### src/rtl/mctu_pkg.sv
// Purpose: shared constants and carriers for the timer combination block
// Assumes: 8-bit byte lanes on a 16-bit cpu data path
// Notes: register selects are local indices of this block
package mctu_pkg;
  localparam int unsigned NUM_CH = 5;
  localparam int unsigned CNT_W = 16;
  localparam int unsigned PSC_W = 3;
  // register selects
  localparam logic [3:0] SEL_FUNC = 4'h0;
  localparam logic [3:0] SEL_OUTL = 4'h1;
  localparam logic [3:0] SEL_CNT0 = 4'h2;
  // function control fields
  localparam int unsigned FC_RSV1_POS = 6;
  localparam int unsigned FC_CMB_POS = 4;
  localparam int unsigned FC_BUF_POS = 0;
  localparam logic [7:0] FC_RESET = 8'hc0;
  localparam logic [7:0] FC_FIXED_ONES = 8'h40;
  // output level control fields
  localparam int unsigned OL_HI_POS = 1;
  localparam int unsigned OL_LO_POS = 0;
  localparam logic [7:0] OL_RESET = 8'hff;
  localparam logic [7:0] OL_FIXED_ONES = 8'h7c;
  localparam logic [15:0] CNT_RESET = 16'h0000;
  localparam logic [15:0] CNT_ALL_ONES = 16'hffff;

  typedef enum logic [1:0] {
    MCTU_CMB_NORM0,
    MCTU_CMB_NORM1,
    MCTU_CMB_COMP,
    MCTU_CMB_RSYNC
  } mctu_cmb_t;

  // cpu access carrier
  typedef struct packed {
    logic       rd;
    logic       wr;
    logic [3:0] sel;
    logic [1:0] be;
    logic [15:0] wdata;
  } mctu_cpu_t;

  // six waveform pins of channels 3 and 4
  typedef struct packed {
    logic ch3_out_a;
    logic ch3_out_b;
    logic ch4_out_a;
    logic ch4_out_b;
    logic ch4_comp_out_a;
    logic ch4_comp_out_b;
  } mctu_pins_t;

  typedef struct packed {
    mctu_cmb_t cmb;
    logic [3:0] buf_en;
    logic level_select_hi;
    logic level_select_lo;
    logic [4:0][15:0] cnt;
    logic [15:0] rdata;
  } mctu_state_t;
endpackage

### src/rtl/mctu_core.sv
// Purpose: combination mode, output level control, five channel counters
// Assumes: count, clear, capture strobes arrive one-cycle from the channels
// Notes:
// Notes on behaviour
// - function control resets to initial value, standby too
// - function bit 6 reads one, bit 7
// - bits 5..4 select normal, complementary, reset-sync
// - combination mode overrides channel 3/4 pwm bits
// - bits 3..0 enable buffer mode per pair
// - level control resets to direct output
// - level bits 6..2 read one, bit 7
// - level selects act only in combined modes
// - hi select zero inverts 3a, 4a, 4b
// - lo select zero inverts 3b, 4 complementary
// - five 16-bit counters stepped by count ticks; prescaler select unused
// - counters 0,1 up; 2,3,4 up/down in modes
// - clear on match or capture when enabled
// - up wrap sets wrap flag
// - down wrap also sets wrap flag
// - counters word or byte accessible
// - counters clear on reset and standby
// - channel 2 wrap condition select gates underflow
`timescale 1ns/1ns
module mctu_core #(
  parameter int unsigned CH = mctu_pkg::NUM_CH,
  parameter int unsigned W = mctu_pkg::CNT_W
) (
  // clock, reset, enable
  input wire logic clk_i,
  input wire logic reset_n_i,
  input wire logic clk_en_i,
  input wire logic standby_i,
  // cpu access
  input wire mctu_pkg::mctu_cpu_t cpu_i,
  output logic [15:0] cpu_rdata_o,
  // channel controls from neighbouring registers
  input wire logic [CH-1:0][2:0] prescaler_select_i,
  input wire logic [CH-1:0] count_tick_i,
  input wire logic [CH-1:0] count_down_i,
  input wire logic phase_count_ch2_i,
  input wire logic wrap_condition_select_i,
  input wire logic pwm_select_ch3_i,
  input wire logic pwm_select_ch4_i,
  input wire logic [CH-1:0] clear_en_i,
  input wire logic [CH-1:0] match_or_capture_i,
  // raw waveforms from channels 3 and 4
  input wire mctu_pkg::mctu_pins_t wave_i,
  // results
  output mctu_pkg::mctu_pins_t pins_o,
  output logic [CH-1:0] wrap_flag_set_o,
  output logic [CH-1:0][15:0] channel_counter_o,
  output logic [1:0] pwm_eff_o,
  output logic comp_mode_o,
  output logic rsync_mode_o,
  output logic [3:0] buffer_enable_o
);
  initial
  begin
    if (CH != 5 || W != 16)
      $error("mctu_core serves five 16-bit channels only");
  end

  mctu_pkg::mctu_state_t st_r;
  mctu_pkg::mctu_state_t st_nxt;
  logic [CH-1:0] wrap_nxt;
  logic [CH-1:0] wrap_r;

  ////////////////////////////////////////////////////////////////////////
  function automatic logic [15:0] merge_bytes(input logic [15:0] old,
    input logic [15:0] wd, input logic [1:0] be);
    logic [15:0] res;
    res = old;
    if (be[1])
      res[15:8] = wd[15:8];
    if (be[0])
      res[7:0] = wd[7:0];
    return res;
  endfunction

  function automatic logic hits(input mctu_pkg::mctu_cpu_t c,
    input logic [3:0] sel);
    return c.wr && c.sel == sel;
  endfunction

  ////////////////////////////////////////////////////////////////////////
  logic comb_on;
  logic comp_mode;
  assign comp_mode = st_r.cmb == mctu_pkg::MCTU_CMB_COMP;
  assign comb_on = comp_mode || st_r.cmb == mctu_pkg::MCTU_CMB_RSYNC;

  always_comb
  begin
    logic [15:0] cv;
    logic dn;
    logic [7:0] fw;
    logic [7:0] ow;
    cv = '0;
    dn = 1'b0;
    fw = '0;
    ow = '0;
    st_nxt = st_r;
    wrap_nxt = '0;
    // only writable fields are kept; fixed bits never stored
    if (hits(cpu_i, mctu_pkg::SEL_FUNC) && cpu_i.be[0])
    begin
      fw = cpu_i.wdata[7:0];
      st_nxt.cmb = mctu_pkg::mctu_cmb_t'(fw[mctu_pkg::FC_CMB_POS +: 2]);
      st_nxt.buf_en = fw[mctu_pkg::FC_BUF_POS +: 4];
    end
    if (hits(cpu_i, mctu_pkg::SEL_OUTL) && cpu_i.be[0])
    begin
      ow = cpu_i.wdata[7:0];
      st_nxt.level_select_hi = ow[mctu_pkg::OL_HI_POS];
      st_nxt.level_select_lo = ow[mctu_pkg::OL_LO_POS];
    end
    for (int i = 0; i < 5; i++)
    begin
      cv = st_r.cnt[i];
      // direction only honoured where the mode allows it
      dn = count_down_i[i] && ((i == 2 && phase_count_ch2_i) ||
           (i >= 3 && comp_mode));
      if (clear_en_i[i] && match_or_capture_i[i])
        st_nxt.cnt[i] = mctu_pkg::CNT_RESET;
      else if (count_tick_i[i])
      begin
        if (dn)
        begin
          st_nxt.cnt[i] = cv - 16'h0001;
          wrap_nxt[i] = cv == mctu_pkg::CNT_RESET &&
            !(i == 2 && wrap_condition_select_i);
        end
        else
        begin
          st_nxt.cnt[i] = cv + 16'h0001;
          wrap_nxt[i] = cv == mctu_pkg::CNT_ALL_ONES;
        end
      end
      if (hits(cpu_i, mctu_pkg::SEL_CNT0 + 4'(i)))
      begin
        st_nxt.cnt[i] = merge_bytes(cv, cpu_i.wdata, cpu_i.be);
        wrap_nxt[i] = 1'b0;
      end
    end
    // read data, fixed ones forced, undefined bit 7 reads one
    st_nxt.rdata = '0;
    if (cpu_i.rd)
    begin
      if (cpu_i.sel == mctu_pkg::SEL_FUNC)
        st_nxt.rdata = {8'h00, mctu_pkg::FC_RESET | {2'b00,
          2'(st_r.cmb), st_r.buf_en}};
      else if (cpu_i.sel == mctu_pkg::SEL_OUTL)
        st_nxt.rdata = {8'h00, mctu_pkg::FC_RESET | mctu_pkg::OL_FIXED_ONES |
          {6'h00, st_r.level_select_hi, st_r.level_select_lo}};
      else if (cpu_i.sel >= mctu_pkg::SEL_CNT0 &&
               cpu_i.sel < mctu_pkg::SEL_CNT0 + 4'h5)
        st_nxt.rdata = st_r.cnt[3'(cpu_i.sel - mctu_pkg::SEL_CNT0)];
    end
  end

  ////////////////////////////////////////////////////////////////////////
  always_ff @(posedge clk_i or negedge reset_n_i)
  begin
    if (!reset_n_i)
    begin
      st_r <= '{cmb: mctu_pkg::MCTU_CMB_NORM0, buf_en: 4'h0,
                level_select_hi: 1'b1, level_select_lo: 1'b1,
                cnt: '0, rdata: 16'h0000};
      wrap_r <= '0;
    end
    else if (standby_i)
    begin
      st_r <= '{cmb: mctu_pkg::MCTU_CMB_NORM0, buf_en: 4'h0,
                level_select_hi: 1'b1, level_select_lo: 1'b1,
                cnt: '0, rdata: 16'h0000};
      wrap_r <= '0;
    end
    else if (clk_en_i)
    begin
      st_r <= st_nxt;
      wrap_r <= wrap_nxt;
    end
  end

  ////////////////////////////////////////////////////////////////////////
  // pins registered so polarity switches glitch free
  mctu_pkg::mctu_pins_t pins_r;
  always_ff @(posedge clk_i or negedge reset_n_i)
  begin
    if (!reset_n_i)
      pins_r <= '0;
    else if (clk_en_i)
    begin
      pins_r <= wave_i;
      if (comb_on)
      begin
        pins_r.ch3_out_a <= wave_i.ch3_out_a ^ !st_r.level_select_hi;
        pins_r.ch4_out_a <= wave_i.ch4_out_a ^ !st_r.level_select_hi;
        pins_r.ch4_out_b <= wave_i.ch4_out_b ^ !st_r.level_select_hi;
        pins_r.ch3_out_b <= wave_i.ch3_out_b ^ !st_r.level_select_lo;
        pins_r.ch4_comp_out_a <= wave_i.ch4_comp_out_a ^
          !st_r.level_select_lo;
        pins_r.ch4_comp_out_b <= wave_i.ch4_comp_out_b ^
          !st_r.level_select_lo;
      end
    end
  end

  assign pins_o = pins_r;
  assign cpu_rdata_o = st_r.rdata;
  assign wrap_flag_set_o = wrap_r;
  assign channel_counter_o = st_r.cnt;
  // combined mode masks individual pwm selects
  assign pwm_eff_o = comb_on ? 2'b00 :
    {pwm_select_ch4_i, pwm_select_ch3_i};
  assign comp_mode_o = comp_mode;
  assign rsync_mode_o = st_r.cmb == mctu_pkg::MCTU_CMB_RSYNC;
  assign buffer_enable_o = st_r.buf_en;
endmodule

### config.mk
export PLATFORM = sky130hd
export DESIGN_NAME = mctu_core
export DESIGN_NICKNAME = d
export VERILOG_FILES = /design/src/rtl/mctu_pkg.sv /design/src/rtl/mctu_core.sv
export SDC_FILE = /design/constraint.sdc
export NUM_CORES = 1
export LEC_CHECK = 0
export BUFFER_PORTS_ARGS = -buffer_cell sky130_fd_sc_hd__buf_4
export CAP_MARGIN = 10
export CORE_MARGIN = 3
export CORE_UTILIZATION = 33
export CTS_CLUSTER_DIAMETER = 60
export DETAILED_ROUTE_END_ITERATION = 8
export MAX_ROUTING_LAYER = met4
export PLACE_DENSITY = 0.55
export REMOVE_ABC_BUFFERS = 1
export SKIP_LAST_GASP = 1
export SLEW_MARGIN = 20
export SYNTH_ARGS = -nofsm -noshare
export SYNTH_HDL_FRONTEND = slang
export SYNTH_SLANG_ARGS = --single-unit
### constraint.sdc
create_clock -name clk_i -period 4.4 [get_ports clk_i]
set_clock_uncertainty 0.15 [all_clocks]
set_input_delay 0.66 -clock clk_i [delete_from_list [all_inputs] [get_ports clk_i]]
set_output_delay 0.66 -clock clk_i [all_outputs]
set_load 0.005 [all_outputs]
After elaboration in Yosys (flattened, before gate mapping)
Cells that the tools add are included.
{"block": "word_totals", "reg_bits": 115, "output_inout_bits": 115, "wordCells": 162, "input_bits": 73}
{"block": "classes", "muxes": 52, "bitwise_logic": 6, "n_reduce_logical": 47, "n_lt_le_gt_ge": 3, "eq_ne": 23, "addsub": 9}
{"cell": "16-bit 2-to-1 mux", "count": 23}
{"cell": "104-bit 2-to-1 mux", "count": 2}
{"cell": "16-bit by 1-bit adder with 16-bit output, second input constant", "count": 5}
{"cell": "16-bit equality test, second input constant", "count": 5}
{"cell": "16-bit binary-select mux with 3-bit select", "count": 1}
{"cell": "16-bit logical NOT", "count": 3}
{"cell": "16-bit by 1-bit subtractor with 16-bit output, second input constant", "count": 3}
{"cell": "3-bit != test, second input constant", "count": 10}
{"cell": "3-bit AND reduction", "count": 10}
{"cell": "4-bit nonzero test", "count": 5}
{"cell": "1-bit logical AND", "count": 19}
{"cell": "1-bit 2-to-1 mux", "count": 18}
{"cell": "8-bit 2-to-1 mux", "count": 2}
{"cell": "4-bit by 3-bit equality test with 1-bit output, second input constant", "count": 3}
{"cell": "6-bit 2-to-1 mux", "count": 2}
{"cell": "5-bit 2-to-1 mux", "count": 2}
{"cell": "4-bit by 2-bit equality test with 1-bit output, second input constant", "count": 2}
{"cell": "2-bit nonzero test", "count": 3}
{"cell": "1-bit bitwise XOR", "count": 6}
{"cell": "2-bit equality test, second input constant", "count": 2}
{"cell": "4-bit by 1-bit equality test with 1-bit output, second input constant", "count": 1}
{"cell": "4-bit by 2-bit greater-or-equal comparator with 1-bit output, second input constant", "count": 1}
{"cell": "4-bit logical NOT", "count": 1}
{"cell": "3-bit by 4-bit < comparator with 1-bit output, second input constant", "count": 1}
{"cell": "6 further kinds", "count": 10}

Depth between registers and ports, before layout
Gate-level depths: netlist of the first run.
{"block": "depth", "word_depth": 9, "ltp_mapped": 11, "mapped_depth_nobuf": 10}

Least setup slack after synthesis of the first run
Ideal clock, no wire load.
{"block": "synth_timing", "kind": "in2reg", "from": "input count_down_i[3]", "to": "register st_r (netlist bit channel_counter_o[58])", "stages": 10, "arrival_ns": 3.126, "setup_ns": 0.126, "path_slack_ns": 0.998, "required_ns": 4.124, "path_cell_list": "nand3b_1 clkbuf_1 xnor2_1 ha_1 or4_4 or3_1 a21oi_1 mux2_2 a21o_1 a221o_1"}
{"block": "synth_via", "elab_chain_cells": 7}
{"item": "start, declared", "line_no": "mctu_core.sv:39", "rtl": "input wire logic [CH-1:0] count_down_i,"}
{"item": "1-bit logical AND", "line_no": "mctu_core.sv:120", "rtl": "dn = count_down_i[i] && ((i == 2 && phase_count_ch2_i) ||"}
{"item": "16-bit 2-to-1 mux", "line_no": "mctu_core.sv:126", "rtl": "if (dn)"}
{"item": "16-bit 2-to-1 mux", "line_no": "mctu_core.sv:124", "rtl": "else if (count_tick_i[i])"}
{"item": "16-bit 2-to-1 mux", "line_no": "mctu_core.sv:122", "rtl": "if (clear_en_i[i] && match_or_capture_i[i])"}
{"item": "16-bit 2-to-1 mux", "line_no": "mctu_core.sv:138", "rtl": "if (hits(cpu_i, mctu_pkg::SEL_CNT0 + 4'(i)))"}
{"item": "104-bit 2-to-1 mux", "line_no": "mctu_core.sv:177", "rtl": "else if (clk_en_i)"}
{"item": "104-bit 2-to-1 mux", "line_no": "mctu_core.sv:170", "rtl": "else if (standby_i)"}
{"item": "end signal, assigned", "line_no": "mctu_core.sv:165", "rtl": "st_r <= '{cmb: mctu_pkg::MCTU_CMB_NORM0, buf_en: 4'h0,"}
{"item": "end signal, assigned", "line_no": "mctu_core.sv:172", "rtl": "st_r <= '{cmb: mctu_pkg::MCTU_CMB_NORM0, buf_en: 4'h0,"}
{"item": "end signal, assigned", "line_no": "mctu_core.sv:179", "rtl": "st_r <= st_nxt;"}
{"item": "end, declared", "line_no": "mctu_core.sv:63", "rtl": "mctu_pkg::mctu_state_t st_r;"}
No other way between the ends. The select of a mux whose other input is x is not followed.
A chain may end at the register's enable or synchronous reset.

Worst setup path in the final report of the first run
{"block": "layout_timing", "from": "register st_r[102] (netlist bit)", "to": "register st_r (netlist bit channel_counter_o[58])"}
{"block": "layout_via", "elab_chain_cells": 8}
{"item": "2-bit equality test", "line_no": "mctu_core.sv:88", "rtl": "assign comp_mode = st_r.cmb == mctu_pkg::MCTU_CMB_COMP;"}
{"item": "1-bit logical AND", "line_no": "mctu_core.sv:120"}
{"item": "16-bit 2-to-1 mux", "line_no": "mctu_core.sv:126"}
{"item": "16-bit 2-to-1 mux", "line_no": "mctu_core.sv:124"}
{"item": "16-bit 2-to-1 mux", "line_no": "mctu_core.sv:122"}
{"item": "16-bit 2-to-1 mux", "line_no": "mctu_core.sv:138"}
{"item": "104-bit 2-to-1 mux", "line_no": "mctu_core.sv:177"}
{"item": "104-bit 2-to-1 mux", "line_no": "mctu_core.sv:170"}
No other way between the ends. The select of a mux whose other input is x is not followed.

==> impl_metrics.json, run 1 <==
{
  "startpoint_type": "flop",
  "viasPerCell": 5.92,
  "switching_share": 0.298,
  "grt_use_total": 0.242,
  "layout_commonest_cell": "buf_4",
  "critical_path_buf_inv_count": 1,
  "crit_end": "channel_counter_o[58]$_DFFE_PN0P_",
  "critical_path.max_stage_delay_ps": 460,
  "hold_violations": 0,
  "place_congestion": 0.942,
  "layout_common_cells": "buf_4 (190), nand2_1 (113), dfrtp_1 (113)",
  "avgSynthCellArea_um2": 8.01,
  "num_vias": 9632,
  "antenna_found_initial": 0,
  "r2r_cells": 10,
  "synthArstFlopShare": 1.00,
  "power.density_mw_per_mm2": 307,
  "cts_hold_buf": 0,
  "status": "finished clean",
  "ys.flop_type": "dfrtp_1",
  "cp_data_required_time_ps": 4560,
  "initial_utilization": 0.336,
  "firstDrtPassIters": 5,
  "synthDistinctLibCells": 74,
  "cts-buffers-inserted": 17,
  "synth_top_cell_by_area": "dfrtp_1",
  "first_iter_violations": 1104,
  "core_mm2": 0.0288,
  "cp-end-kind": "flop",
  "fp.dieH_um": 177,
  "dieArea_mm2": 0.0314,
  "drt-wirelength-per-cell_um": 23.2,
  "synth_edf_count": 0,
  "path_delay_family": "simple AND/OR/NAND/NOR gates",
  "syn_inst": 1209,
  "syn-cell-area_mm2": 0.00968,
  "ir_drop_v": 0.000176,
  "post_cts.repair.setup_buffers": 0,
  "startpoint": "st_r[102]$_DFFE_PN0P_",
  "drive_gt1_frac": 0.215,
  "tightest_slew_ps": 1040,
  "port_buffers": 170,
  "synth-seq-cells": 115,
  "setup_tns_ps": 0,
  "r2r_end": "channel_counter_o[58]$_DFFE_PN0P_",
  "fp.dieW_um": 177,
  "slew_violations": 0,
  "p_comb_frac": 0.181,
  "area_growth_pct": 15.2,
  "ios": 188,
  "seq_area_frac_synth": 0.298,
  "path_clk_slew_ps": 60,
  "regArea_mm2": 0.00288,
  "drc_errors": 0,
  "pwr-share-clk": 0.458,
  "critical_path_class": "flop to flop",
  "diodes": 0,
  "seq_power_share": 0.361,
  "crit_slowest_cell": "or4_4",
  "clock-sinks": 115,
  "ys_warn_count": 0,
  "htreeDepth": 4,
  "regToRegStartpoint": "st_r[102]$_DFFE_PN0P_",
  "cts_root_buf": "clkbuf_16",
  "p_switching_uw": 1020,
  "grt_max_degree": 70,
  "clk_latency_ps": 430,
  "p_leak_uw": 0.00460,
  "cp.depth": 10,
  "antenna_left": 0,
  "n_fill_cell": 2935,
  "r2r_slack_ps": 1150,
  "p_int_uw": 2400,
  "holdWs_ps": 247,
  "grt.overflow.total": 0,
  "cts_buffer_depth": 2,
  "final-setup-viol-count": 0,
  "synthTopCellsByArea": "dfrtp_1 (29%), buf_4 (7.8%), o21ai_0 (4.7%), nand2_1 (4.4%), a22oi_1 (4.3%)",
  "grt_pass1_vias": 8886,
  "rows": 62,
  "multi_input_area_mm2": 0.00563,
  "finalWorstPathRequiredPeriod_ps": 3250,
  "fin_crit_sh": 0.740,
  "grt_pass1_wl_um": 56000,
  "maxCapViolations": 0,
  "netlist.area_leader.share": 0.292,
  "crit_fanout": 11,
  "hp-class": "primary input to asynchronous set/reset pin",
  "slew_headroom": 0.308,
  "rsz0062_at_grt": "no",
  "path_cells": "nand3b_1, buf_4, xnor2_1, ha_1, or4_4, or3_1, a21oi_1, mux2_2, a21o_1, a221o_1",
  "place.detailed.hpwl_um": 27200,
  "postCtsResizedCells": 0,
  "fmax_mhz": 307,
  "finish.net_count": 1310,
  "cp.arrival_ps": 3410,
  "cts_tree": "done",
  "drt_wl_total_um": 37800
}
## per-stage QoR
stage | setup slack (ps) | instance area [µm²] | util | instances | total power (µW)
4_1_cts | 1170 | 11100 | 0.387 | 1626 | 3440
5_1_grt | 998 | 11100 | 0.387 | 1626 | 3560
6_report | 1150 | 11100 | 0.387 | 1626 | 3420
3_3_place_gp | 906 | 10500 | 0.364 | 1594 | 1860
2_1_floorplan | 1020 | 8570 | - | 1020 | 1500
3_5_place_dp | 908 | 10500 | 0.364 | 1594 | 1860
## layout make-up
cell class / count / area share
multi-input cells: 887 / 0.505
flip-flops and latches: 115 / 0.258
repair buffers: 190 / 0.128
well taps: 384 / 0.0431
clock buffers: 20 / 0.0410
clock inverters: 12 / 0.0183
inverters: 18 / 0.00606
## cells by family after synthesis
group / Yosys count / share of synthesized area
AOI/OAI and AO/OA: 347 / 0.239
xor gates and xnor gates: 52 / 0.0471
adders and majority gates: 8 / 0.0103
buffers and inverters: 207 / 0.121
DFF: 115 / 0.298
muxes: 38 / 0.0551
and+or+nand+nor: 442 / 0.230
## worst reg2reg max path: stages, from the launching register on
cell and delay (ps):
dfrtp_1 410, nand3b_1 170, buf_4 190, xnor2_1 140, ha_1 240, or4_4 460, or3_1 320, a21oi_1 230
mux2_2 380, a21o_1 180, a221o_1 280
## worst min-delay path by stage
stage / start / to / slack [ps] / cells past startpoint
after floorplan: reset_n_i / buffer_enable_o[0]$_DFFE_PN0P_ / 210 / 0
after global placement: cpu_rdata_o[7]$_DFFE_PN0P_ / cpu_rdata_o[7]$_DFFE_PN0P_ / 320 / 2
after detailed placement: cpu_rdata_o[8]$_DFFE_PN0P_ / cpu_rdata_o[8]$_DFFE_PN0P_ / 320 / 2
after CTS: reset_n_i / channel_counter_o[18]$_DFFE_PN0P_ / 280 / 1
after global routing: reset_n_i / st_r[103]$_DFFE_PN0P_ / 310 / 1
final: reset_n_i / st_r[103]$_DFFE_PN0P_ / 250 / 1
## per-layer routing
layer	routed length [µm]	vias to the layer above	GRT usage
li1	-	4398	-
met1	16500	4736	0.334
met2	17400	442	0.364
met3	2840	56	0.0420
met4	975	0	0.0707
met5	0	-	-
## power by group through the flow
stage | Combinational (µW) | Clock [µW] | Sequential [µW]
global placement | 609 | 0 | 1250
CTS | 616 | 1590 | 1230
floorplan | 300 | 0 | 1200
finish | 620 | 1570 | 1240
detailed placement | 612 | 0 | 1250
global route | 670 | 1640 | 1240
## Yosys cell counts, types with 6 or more instances
| library cell | instances |
|---|---|
| a211oi_1 | 9 |
| a21oi_1 | 73 |
| a221o_1 | 7 |
| a22o_1 | 7 |
| a22oi_1 | 56 |
| a311oi_1 | 6 |
| a31oi_1 | 9 |
| and2_1 | 11 |
| and3_1 | 19 |
| and4_1 | 6 |
| buf_1 | 6 |
| buf_2 | 6 |
| buf_4 | 100 |
| clkbuf_1 | 75 |
| dfrtp_1 | 113 |
| ha_1 | 8 |
| inv_1 | 17 |
| mux2i_1 | 24 |
| mux4_2 | 12 |
| nand2_1 | 113 |
| nand2b_1 | 8 |
| nand3_1 | 44 |
| nand4_1 | 22 |
| nor2_1 | 97 |
| nor2b_1 | 15 |
| nor3_1 | 38 |
| nor4_1 | 17 |
| o21ai_0 | 90 |
| o221a_2 | 9 |
| o22ai_1 | 9 |
| o31ai_1 | 17 |
| or2_2 | 8 |
| or3_1 | 13 |
| or4_1 | 9 |
| xnor2_1 | 39 |
| xor2_1 | 13 |
## state kept, by name, summed over array words and instances, names as in the netlist
name,count
pins_o,6
wrap_flag_set_o,5
st_r,4
cpu_rdata_o,16
channel_counter_o,80
buffer_enable_o,4
(Power assumes the default switching activity.)
==> run 2, diff against run 1 <==
--- a/config.mk
+++ b/config.mk
@@ -12,7 +12,7 @@
 export CTS_CLUSTER_DIAMETER = 60
 export DETAILED_ROUTE_END_ITERATION = 8
 export MAX_ROUTING_LAYER = met4
-export PLACE_DENSITY = 0.55
+export PLACE_DENSITY = 0.57
 export REMOVE_ABC_BUFFERS = 1
 export SKIP_LAST_GASP = 1
 export SLEW_MARGIN = 20
==> constraint.sdc (replaced) <==
create_clock -name clk_i -period 2.65 [get_ports clk_i]
set_clock_uncertainty 0.15 [all_clocks]
set_input_delay 0.3975 -clock clk_i [delete_from_list [all_inputs] [get_ports clk_i]]
set_output_delay 0.3975 -clock clk_i [all_outputs]
set_load 0.005 [all_outputs]
==> run 2 against run 1 <==
Effect of this change:
- the run now ends with negative setup slack left
- clock power grew 50%
- non-clock buffer count grew 99
- sequential power grew 58%
- critical endpoint unchanged
- worst hold slack lost 150 ps
- final area grew 7.3%
- count of clock-buffer cells in the layout grew 2
- die area is the same
- fmax grew 12%
- via count grew 5.9%
- setup slack lost 1400 ps
==> impl_metrics.json, run 2 (synthesis gave the netlist of run 1 again) <==
{
  "cp.arrival_ps": 3080,
  "htreeDepth": 4,
  "fin_crit_sh": 1.10,
  "fp.dieH_um": 177,
  "crit_slowest_cell": "or4_4",
  "viasPerCell": 5.91,
  "hp-class": "primary input to flop",
  "critical_path_class": "flop to flop",
  "status": "finished with violations",
  "cp_data_required_time_ps": 2820,
  "cts-buffers-inserted": 17,
  "regToRegStartpoint": "st_r[102]$_DFFE_PN0P_",
  "largest_register_ffs": 80,
  "place_congestion": 0.986,
  "area_growth_pct": 23.5,
  "ir_drop_v": 0.000307,
  "r2r_slack_ps": -270,
  "grt.overflow.total": 0,
  "num_vias": 10200,
  "violations": "negative setup slack",
  "fin_ws_ps": -267,
  "slew_violations": 0,
  "fmax_mhz": 343,
  "cts_buffer_depth": 2,
  "drive_gt1_frac": 0.286,
  "critical_path.max_stage_delay_ps": 450,
  "drt_wl_total_um": 39800,
  "rows": 62,
  "path_cells": "nand3b_1, xnor2_1, ha_2, or4_4, or3_1, a21oi_2, mux2_4, a21o_1, a221o_1",
  "clk_latency_ps": 430,
  "drc_errors": 0,
  "r2r_cells": 9,
  "maxCapViolations": 0,
  "finish.net_count": 1409,
  "power.density_mw_per_mm2": 467,
  "grt_pass1_vias": 9495,
  "ios": 188,
  "cp-end-kind": "flop",
  "cts_root_buf": "clkbuf_16",
  "layout_commonest_cell": "buf_4",
  "path_clk_slew_ps": 60,
  "fp.dieW_um": 177,
  "grt_pass1_wl_um": 58900,
  "core_mm2": 0.0288,
  "tightest_slew_ps": 587,
  "antenna_left": 0,
  "startpoint_type": "flop",
  "dpl.cell_count": 1685,
  "holdPathStages": 3,
  "finalWorstPathRequiredPeriod_ps": 2920,
  "r2r_end": "channel_counter_o[58]$_DFFE_PN0P_",
  "critical_path_buf_inv_count": 0,
  "final-setup-viol-count": 7,
  "grt_max_degree": 68,
  "drt-wirelength-per-cell_um": 23.1,
  "rsz0062_at_grt": "yes",
  "port_buffers": 170,
  "hold_end": "pins_o[1]$_DFFE_PN0P_",
  "antenna_found_initial": 0,
  "grt_use_total": 0.255,
  "cts_tree": "done",
  "clock-sinks": 115,
  "setup_tns_ps": -1060,
  "first_iter_violations": 1134,
  "worstHoldStart": "wave_i[1]",
  "dieArea_mm2": 0.0314,
  "firstDrtPassIters": 5,
  "hold_violations": 0,
  "slew_headroom": 0.607,
  "final_cells": 1726,
  "layout_common_cells": "buf_4 (284), nand2_1 (113), dfrtp_1 (113)",
  "place.detailed.hpwl_um": 29500,
  "p_leak_uw": 0.00509,
  "crit_fanout": 4,
  "initial_utilization": 0.336,
  "path_delay_family": "simple AND/OR/NAND/NOR gates"
}
run 2: cell count changes in the layout (fill, tap and decap cells not counted), sizes merged:
cell         before  now
buf             190  288
bufinv            5    2
clkbuf           20   22
clkinv            5    6
diode             0    1
dlygate4sd3       0    1
run 2: tightest hold or removal path, stage by stage:
cell     delay [ps]
buf_4            80
xnor2_1         100
a21oi_1          60
run 2: per-layer routing:
| metal | part of all wire | vias to the layer above | global-route usage |
|---|---|---|---|
| met5 | 0 | - | - |
| met4 | 0.036 | 0 | 0.0995 |
| met3 | 0.087 | 88 | 0.0586 |
| met2 | 0.45 | 511 | 0.376 |
| met1 | 0.43 | 4998 | 0.339 |
| li1 | - | 4602 | - |
run 2: worst max-delay path by stage:
stage                     startpoint                                end  slack (ps)  cells after the start
2_1_floorplan  st_r[102]$_DFFE_PN0P_  channel_counter_o[58]$_DFFE_PN0P_        -570                      9
4_1_cts        st_r[102]$_DFFE_PN0P_  channel_counter_o[58]$_DFFE_PN0P_        -270                      9
5_1_grt        st_r[102]$_DFFE_PN0P_  channel_counter_o[60]$_DFFE_PN0P_        -370                      9
3_3_place_gp         count_down_i[3]  channel_counter_o[58]$_DFFE_PN0P_        -360                     10
3_5_place_dp         count_down_i[3]  channel_counter_o[58]$_DFFE_PN0P_        -360                     10
6_report       st_r[102]$_DFFE_PN0P_  channel_counter_o[58]$_DFFE_PN0P_        -270                      9
run 2: timing repair:
action	4_1_cts	5_1_grt
pin swaps	6	17
buffers inserted	3	4
hold buffers	1	0
gates cloned	0	0
gates resized for setup	14	17
hold endpoints to repair	19	0
setup endpoints to repair	8	13
run 2: cell type report:
class                           instances  area, µm²
Clock buffer                           22        474
Antenna cell                            1       2.50
Timing Repair Buffer                  289       2210
Fill cell                            2945      16800
Sequential cell                       115       2880
Inverter                               18       67.6
Tap cell                              384        480
Clock inverter                         10        108
Multi-Input combinational cell        887       5730
run 2: metrics by stage:
step           hold WS (ps)  setup slack [ps]  power, µW   util  area, µm²
6_report                100              -267       5580  0.415      12000
5_1_grt                94.2              -375       5780  0.415      12000
3_5_place_dp            181              -357       3220  0.389      11200
3_3_place_gp            184              -360       3210  0.389      11200
4_1_cts                95.9              -272       5560  0.412      11900
2_1_floorplan         -48.1              -572       2490      -       8570
run 2: report_power, final:
part	total (µW)	internal (µW)	switching [µW]
registers	1960	1840	129
logic	1250	534	720
clock network	2360	1450	910
